## src/rtl/dmsl_pkg.sv

```systemverilog
// package for the multiply-step and logic-op datapath
// assumes a single pclk domain and an apb master for register access
package dmsl_pkg;
  // byte offsets of the apb registers
  localparam logic [7:0] OFF_ACC_HI = 8'h00; // upper accumulator
  localparam logic [7:0] OFF_ACC_LO = 8'h04; // lower accumulator
  localparam logic [7:0] OFF_OPND = 8'h08; // multiplier operand
  localparam logic [7:0] OFF_FLAGS = 8'h0c; // condition flags
  localparam logic [7:0] OFF_CMD = 8'h10; // instruction issue
  // command field layout
  localparam int CMD_OP_LSB = 0; // opcode bits 1:0
  localparam int CMD_SEL1_LSB = 4; // first accumulator select 5:4
  localparam int CMD_SEL2_LSB = 8; // second accumulator select 9:8
  // flag bit positions
  localparam int FLG_C = 0;
  localparam int FLG_O = 1;
  localparam int FLG_S = 2;
  localparam int FLG_Z = 3;
  // reset values
  localparam logic [31:0] RST_WORD = 32'h0000_0000;
  localparam logic [3:0] RST_FLAGS = 4'h0;
  // opcodes
  typedef enum logic [1:0] {
    OP_NOP = 2'h0,
    OP_MULT = 2'h1,
    OP_NOT = 2'h2,
    OP_OR = 2'h3
  } dmsl_op_t;
  // accumulator_select codes
  typedef enum logic [1:0] {
    SEL_HI = 2'h0,
    SEL_LO = 2'h1,
    SEL_OPND = 2'h2
  } dmsl_sel_t;
endpackage

```

## src/rtl/dmsl_core.sv

```systemverilog
// multiply-step, nop, invert and or datapath with an apb register port
// assumes an apb master on pclk; instructions issue by writing the command
//
// Register access over APB and the placing of the registers were decided locally.
`timescale 1ns/1ns
module dmsl_core (
  input wire logic pclk,
  input wire logic presetn,
  input wire logic psel,
  input wire logic penable,
  input wire logic pwrite,
  input wire logic [7:0] paddr,
  input wire logic [31:0] pwdata,
  output logic [31:0] prdata,
  output logic pready,
  output logic pslverr
);
  // architectural state
  logic [31:0] hi_q, hi_d; // upper accumulator
  logic [31:0] lo_q, lo_d; // lower accumulator
  logic [31:0] op_q, op_d; // multiplier operand
  logic [3:0] flg_q, flg_d; // carry, overflow, sign, zero
  logic [31:0] rd_q, rd_d; // registered read data
  logic rdy_q, rdy_d; // one-wait-state ready
  logic err_q, err_d; // unmapped access answer
  // decoded command
  logic wr_acc; // write completing this cycle
  dmsl_pkg::dmsl_op_t opc;
  dmsl_pkg::dmsl_sel_t s1, s2;
  logic [31:0] sum; // hi + gated operand; its carry out is dropped
  logic [31:0] src1, src2, res; // logic-op operands and result
  logic mapped;

  assign wr_acc = psel & penable & pwrite & rdy_q;
  assign opc = dmsl_pkg::dmsl_op_t'(pwdata[dmsl_pkg::CMD_OP_LSB +: 2]);
  assign s1 = dmsl_pkg::dmsl_sel_t'(pwdata[dmsl_pkg::CMD_SEL1_LSB +: 2]);
  assign s2 = dmsl_pkg::dmsl_sel_t'(pwdata[dmsl_pkg::CMD_SEL2_LSB +: 2]);

  // pick a register by accumulator_select; code 3 reads the operand
  function automatic logic [31:0] pick(input dmsl_pkg::dmsl_sel_t s,
    input logic [31:0] h, input logic [31:0] l, input logic [31:0] o);
    if (s == dmsl_pkg::SEL_HI) begin
      pick = h;
    end else if (s == dmsl_pkg::SEL_LO) begin
      pick = l;
    end else begin
      pick = o;
    end
  endfunction

  // datapath arithmetic: a 32-bit sum, so every multiply step clears hi[31];
  // limitation: products are exact only for operands below 2^31
  always_comb begin
    sum = hi_q + (lo_q[0] ? op_q : 32'h0000_0000);
    src1 = pick(s1, hi_q, lo_q, op_q);
    src2 = pick(s2, hi_q, lo_q, op_q);
    res = (opc == dmsl_pkg::OP_OR) ? (src1 | src2) : ~src1;
  end

  // address decode: only the five word offsets are mapped
  always_comb begin
    if (paddr == dmsl_pkg::OFF_ACC_HI) begin
      mapped = 1'b1;
    end else if (paddr == dmsl_pkg::OFF_ACC_LO) begin
      mapped = 1'b1;
    end else if (paddr == dmsl_pkg::OFF_OPND) begin
      mapped = 1'b1;
    end else if (paddr == dmsl_pkg::OFF_FLAGS) begin
      mapped = 1'b1;
    end else if (paddr == dmsl_pkg::OFF_CMD) begin
      mapped = 1'b1;
    end else begin
      mapped = 1'b0;
    end
  end

  // next-state of registers and instruction execution
  always_comb begin
    hi_d = hi_q;
    lo_d = lo_q;
    op_d = op_q;
    flg_d = flg_q;
    if (wr_acc && mapped) begin
      if (paddr == dmsl_pkg::OFF_ACC_HI) begin
        hi_d = pwdata;
      end else if (paddr == dmsl_pkg::OFF_ACC_LO) begin
        lo_d = pwdata;
      end else if (paddr == dmsl_pkg::OFF_OPND) begin
        op_d = pwdata;
      end else if (paddr == dmsl_pkg::OFF_FLAGS) begin
        flg_d = pwdata[3:0];
      end else begin
        case (opc)
          dmsl_pkg::OP_MULT: begin
            // hi[30:0] takes sum bits 31:1; hi[31] is forced low
            hi_d = {1'b0, sum[31:1]};
            // lo[31] takes the low bit of the step's sum
            lo_d = {sum[0], lo_q[31:1]};
            // operand left alone
            flg_d[dmsl_pkg::FLG_S] = 1'b0;
            flg_d[dmsl_pkg::FLG_Z] = ({1'b0, sum[31:1]} == 32'h0000_0000);
          end
          dmsl_pkg::OP_NOT, dmsl_pkg::OP_OR: begin
            if (s1 == dmsl_pkg::SEL_HI) begin
              hi_d = res;
            end else if (s1 == dmsl_pkg::SEL_LO) begin
              lo_d = res;
            end else begin
              op_d = res;
            end
            flg_d[dmsl_pkg::FLG_C] = 1'b0;
            flg_d[dmsl_pkg::FLG_O] = 1'b0;
            flg_d[dmsl_pkg::FLG_S] = res[31];
            flg_d[dmsl_pkg::FLG_Z] = (res == 32'h0000_0000);
          end
          default: begin
            // nop leaves everything
          end
        endcase
      end
    end
  end

  // apb answer: one wait state, read data and error registered
  always_comb begin
    rdy_d = psel & penable & ~rdy_q;
    err_d = psel & penable & ~rdy_q & ~mapped;
    rd_d = rd_q;
    if (psel && penable && !rdy_q) begin
      if (pwrite || !mapped) begin
        rd_d = 32'h0000_0000;
      end else if (paddr == dmsl_pkg::OFF_ACC_HI) begin
        rd_d = hi_q;
      end else if (paddr == dmsl_pkg::OFF_ACC_LO) begin
        rd_d = lo_q;
      end else if (paddr == dmsl_pkg::OFF_OPND) begin
        rd_d = op_q;
      end else if (paddr == dmsl_pkg::OFF_FLAGS) begin
        rd_d = {28'h0000000, flg_q};
      end else begin
        rd_d = 32'h0000_0000;
      end
    end
  end

  // state registers
  always_ff @(posedge pclk or negedge presetn) begin
    if (!presetn) begin
      hi_q <= dmsl_pkg::RST_WORD;
      lo_q <= dmsl_pkg::RST_WORD;
      op_q <= dmsl_pkg::RST_WORD;
      flg_q <= dmsl_pkg::RST_FLAGS;
      rd_q <= dmsl_pkg::RST_WORD;
      rdy_q <= 1'b0;
      err_q <= 1'b0;
    end else begin
      hi_q <= hi_d;
      lo_q <= lo_d;
      op_q <= op_d;
      flg_q <= flg_d;
      rd_q <= rd_d;
      rdy_q <= rdy_d;
      err_q <= err_d;
    end
  end

  assign prdata = rd_q;
  assign pready = rdy_q;
  assign pslverr = err_q;

  // helpers for checks
  logic is_cmd;
  assign is_cmd = wr_acc && mapped && (paddr == dmsl_pkg::OFF_CMD);

  property p_mult_hi;
    @(posedge pclk) disable iff (!presetn)
    is_cmd && opc == dmsl_pkg::OP_MULT |=>
      hi_q == {1'b0, 31'(($past(hi_q) + ($past(lo_q[0]) ?
      $past(op_q) : 32'h0000_0000)) >> 1)};
  endproperty
  a_mult_hi: assert property (p_mult_hi)
    else $error("multiply step upper accumulator wrong");

  property p_mult_lo;
    @(posedge pclk) disable iff (!presetn)
    is_cmd && opc == dmsl_pkg::OP_MULT |=>
      lo_q[30:0] == $past(lo_q[31:1]) &&
      lo_q[31] == ($past(hi_q[0]) ^ ($past(op_q[0]) & $past(lo_q[0])));
  endproperty
  a_mult_lo: assert property (p_mult_lo)
    else $error("multiply step lower accumulator wrong");

  property p_mult_opnd;
    @(posedge pclk) disable iff (!presetn)
    is_cmd && opc == dmsl_pkg::OP_MULT |=> $stable(op_q);
  endproperty
  a_mult_opnd: assert property (p_mult_opnd)
    else $error("multiply step changed operand");

  property p_mult_co;
    @(posedge pclk) disable iff (!presetn)
    is_cmd && opc == dmsl_pkg::OP_MULT |=>
      $stable(flg_q[1:0]) && !flg_q[dmsl_pkg::FLG_S];
  endproperty
  a_mult_co: assert property (p_mult_co)
    else $error("multiply step touched carry or overflow");

  property p_nop;
    @(posedge pclk) disable iff (!presetn)
    is_cmd && opc == dmsl_pkg::OP_NOP |=>
      $stable(hi_q) && $stable(lo_q) && $stable(op_q) && $stable(flg_q);
  endproperty
  a_nop: assert property (p_nop)
    else $error("nop changed state");

  property p_not_hi;
    @(posedge pclk) disable iff (!presetn)
    is_cmd && opc == dmsl_pkg::OP_NOT && s1 == dmsl_pkg::SEL_HI |=>
      hi_q == ~$past(hi_q) && $stable(lo_q);
  endproperty
  a_not_hi: assert property (p_not_hi)
    else $error("invert of upper accumulator wrong");

  property p_or_lo;
    @(posedge pclk) disable iff (!presetn)
    is_cmd && opc == dmsl_pkg::OP_OR && s1 == dmsl_pkg::SEL_LO &&
      s2 == dmsl_pkg::SEL_OPND |=> lo_q == ($past(lo_q) | $past(op_q));
  endproperty
  a_or_lo: assert property (p_or_lo)
    else $error("or into lower accumulator wrong");

  property p_logic_flags;
    @(posedge pclk) disable iff (!presetn)
    is_cmd && (opc == dmsl_pkg::OP_NOT || opc == dmsl_pkg::OP_OR) |=>
      flg_q[1:0] == 2'h0 && flg_q[dmsl_pkg::FLG_Z] ==
      (pick($past(s1), hi_q, lo_q, op_q) == 32'h0000_0000) &&
      flg_q[dmsl_pkg::FLG_S] == pick($past(s1), hi_q, lo_q, op_q) >> 31;
  endproperty
  a_logic_flags: assert property (p_logic_flags)
    else $error("logic flags wrong");

  property p_ready;
    @(posedge pclk) disable iff (!presetn)
    psel && penable && !pready |=> pready ##1 !pready;
  endproperty
  a_ready: assert property (p_ready)
    else $error("apb ready not a single pulse");

  c_mult: cover property (@(posedge pclk) is_cmd && opc == dmsl_pkg::OP_MULT);
  c_not: cover property (@(posedge pclk) is_cmd && opc == dmsl_pkg::OP_NOT);
  c_or: cover property (@(posedge pclk) is_cmd && opc == dmsl_pkg::OP_OR);
  c_err: cover property (@(posedge pclk) pslverr);
endmodule

```

## config.mk

```make
export PLATFORM = sky130hd
export DESIGN_NAME = dmsl_core
export DESIGN_NICKNAME = d
export VERILOG_FILES = /design/src/rtl/dmsl_pkg.sv /design/src/rtl/dmsl_core.sv
export SDC_FILE = /design/constraint.sdc
export NUM_CORES = 1
export LEC_CHECK = 0
export BUFFER_PORTS_ARGS = -buffer_cell sky130_fd_sc_hd__buf_2
export CORE_MARGIN = 10
export CORE_UTILIZATION = 40
export CTS_CLUSTER_SIZE = 20
export DETAILED_ROUTE_END_ITERATION = 8
export SLEW_MARGIN = 15
export SYNTH_ARGS = -nofsm -noshare
export SYNTH_HDL_FRONTEND = slang
export SYNTH_SLANG_ARGS = --single-unit
```

## constraint.sdc

```tcl
create_clock -name pclk -period 5.85 [get_ports pclk]
set_input_delay 0 -clock pclk [delete_from_list [all_inputs] [get_ports pclk]]
set_output_delay 0 -clock pclk [all_outputs]
set_load 0.02 [all_outputs]
```

==> impl_results.md <==
- Reg2reg path depth: 12
- Slew @ Worst Pin: 1.09 ns
- CP Cell Sequence: nand2_1, inv_1, ha_1, a211oi_2, o31ai_2, o2111a_2, o31a_1, a31oi_1, a31oi_1, nor4_2, nand4_1, o31ai_2
- Core area: 0.0281 mm²
- Critical R2R Launch: lo_q[0]
- Die area: 0.0359 mm²
- Area leader, netlist: dfrtp_1
- Worst-skew pair later-pin latency: 0.44 ns
- Overflow left after global routing: 0
- First-pass GRT wire length: 66100 µm
- Warnings, synthesis: 0
- Worst setup EP type: flop
- CTS Buf Count: 17
- Worst setup startpoint: lo_q[0]
- Yosys reg bits: 134
- Max_slew headroom: 27.2%
- P&R area growth vs syn: 13.5%
- Leak: 5.86 nW
- Final Hold Fails: 0
- Worst min-delay path category: input pin to flop
- Power per cell area: 183 mW/mm²
- CP max stage cell: dfrtp_1
- Worst reg-to-reg setup slack: 1.73 ns
- Reg clk slew, reported paths: 0.07 ns
- Largest net degree at the start of global routing: 77
- Horiz. Die Dim: 189 µm
- Number of flops mapped to enable cells by yosys: 0
- Most common cell in the netlist: nand2_1
- Worst path top cell family by delay: compound AO/OA/AOI/OAI gates
- Detail Route Antenna Nets: 0
- Detailed Route WL: 41400 µm
- Yosys cell types: 87
- RR Endpoint: flg_q[3]
- Sequential fraction of the synthesis area: 29.2%
- CTS Buffer Depth: 2
- Most used DFF post-synth: dfrtp_1
- Initial antenna violation count: 1
- Arrival time of the worst setup path: 4.48 ns
- Clk sink count: 134
- RSZ-0062 raised after global routing: false
- Vias in the first global route: 11400
- CTS Hold Bufs: 31
- # rows: 61
- Part of the cycle the worst path needs: 70.5%
- Fin nets: 1617
- Ranking of synthesized cells by area: dfrtp_1, mux2i_1, nand2_1, a21oi_1, o21ai_0
- Critical path required time: 6.21 ns
- Iteration count of the initial detailed-routing pass: 8
- Final WS setup: 1.73 ns
- Max Transition Viols Final: 0
- Slowest cell delay on critical path: 1.05 ns
- Setup_tns: 0 ns
- Max Cap Violations: 0
- Clock root cell: clkbuf_16
- WP buf/inv: 1
- Worst hold stages: 5
- Fmax: 0.243 GHz
- Mapped cell area: 0.0115 mm²
- Setup bufs post-CTS: 0
- TritonCTS clock tree: yes
- Final setup violating endpoints: 0
- Chip Height: 189 µm
- Initial Utilization: 40.9%
- Async SR Flop Fraction: 100%
- Layout cells sized above 1: 12.1%
- DRC viols: 0
- Worst setup path end: flg_q[3]
- Boundary Pins: 79
- Post-synth top area share: 29.2%
- IO Port Bufs: 78
- Post-Syn Instances: 1501
- WL/cell: 21.4 µm
- Critical path class: flop to flop
- Average size of a mapped cell: 7.66 µm²
- DRT iter0 DRCs: 1246
- Hold_sp: paddr[7]
- Min cycle time layout: 4.12 ns
- Worst vdd ir: 0.204 mV
- Vias/cell: 6.08
- Post-CTS sizing: 0
- Status: finished clean
- Antenna Cells: 0
- Post-synth top cells: nand2_1, a21oi_1, o21ai_0
- Critical path startpoint category: flop
- CP max FO: 36
- CTS H-Tree Depth: 4
- Via Count: 11700
- CP Depth: 12
- Layout Skew: 0.0124 ns
- Syn Nets: 1578
- Detail Placement HPWL: 28500 µm
- Total GRT Usage: 22.9%
- Setup WS pre-CTS: 1.69 ns
- RD Place Congestion: 1.00
[layout make-up]
| class | count | area [µm²] |
|---|---|---|
| Timing Repair Buffer | 136 | 910 |
| Inverter | 34 | 128 |
| Sequential cell | 134 | 3350 |
| Clock buffer | 20 | 467 |
| Multi-Input combinational cell | 1217 | 7590 |
| Clock inverter | 12 | 128 |
| Tap cell | 378 | 473 |
| Fill cell | 2831 | 15000 |
[placed cells by master, fill, tap and decap left out, types with 7 or more instances in the layout]
master,synthesis,final
a22o_1,12,12
nor2_1,113,113
nand3_1,9,9
o221ai_1,36,36
o21ai_0,139,139
nor3_1,20,19
or2_2,10,10
xnor2_1,10,10
buf_2,19,77
ha_1,31,31
a2111oi_0,10,10
o21ai_1,28,25
and2_1,39,38
nor4_1,10,10
o31ai_1,8,8
inv_1,34,34
dfrtp_1,134,134
nand2b_1,29,29
nand4_1,8,8
a21oi_1,141,141
clkbuf_16,0,17
a21o_1,14,14
a221oi_1,14,14
nor2b_1,37,37
mux2i_1,88,88
o211ai_1,26,26
mux2_2,7,7
dlygate4sd3_1,0,31
a31oi_1,16,16
a211oi_1,18,18
nand2_1,225,224
o21bai_1,16,16
buf_4,1,27
[tightest hold or removal path, stage by stage]
cell	delay, ns
buf_2	0.07
or4_4	0.14
nor4_2	0.09
nor2_1	0.09
a31oi_1	0.04
[metal layers]
metal	global-route usage, %	vias to the layer above	wire [µm]
li1	-	5545	-
met1	30.8	5665	18900
met2	35.7	474	18700
met3	4.34	61	2790
met4	8.18	0	1080
met5	0	-	0
[report_power, final]
group / total [mW] / internal (mW) / switching (mW)
clock network: 1.12 / 0.659 / 0.465
logic: 0.321 / 0.113 / 0.208
registers: 0.938 / 0.932 / 0.00605
[flip-flops by register name, summed over array words and instances (netlist names)]
register,flops
lo_q,32
prdata,32
pready,1
pslverr,1
hi_q,32
op_q,32
flg_q,4
[cell families (layout without fill, tap and decap cells)]
family / after synthesis / in the layout / synth area share [%]
and+or+nand+nor: 534 / 534 / 22.0
adders and majority gates: 32 / 32 / 3.55
buffers and inverters: 150 / 202 / 5.14
xor gates and xnor gates: 16 / 16 / 1.22
AOI/OAI and AO/OA: 540 / 540 / 30.5
muxes: 95 / 95 / 8.35
DFF: 134 / 134 / 29.2
[stage by stage]
step	cells	hold WS [ns]	utilization, %	power (mW)	instance area, µm²
after global routing	1931	0.0939	46.5	2.46	13000
after detailed placement	1868	0.0962	43.2	1.25	12100
after global placement	1868	0.0963	43.2	1.25	12100
after floorplan	1501	-0.296	-	1.14	11500
after CTS	1931	0.0156	46.5	2.39	13000
final	1931	0.0346	46.5	2.38	13000
[worst min-delay path by stage]
stage | endpoint | slack, ns
after detailed placement | prdata[9] | 0.1
after floorplan | flg_q[0] | -0.30
after global routing | flg_q[2] | 0.09
final | flg_q[2] | 0.03
after CTS | flg_q[2] | 0.02
after global placement | prdata[9] | 0.1
No activity file was read; power rests on OpenSTA's default activity.
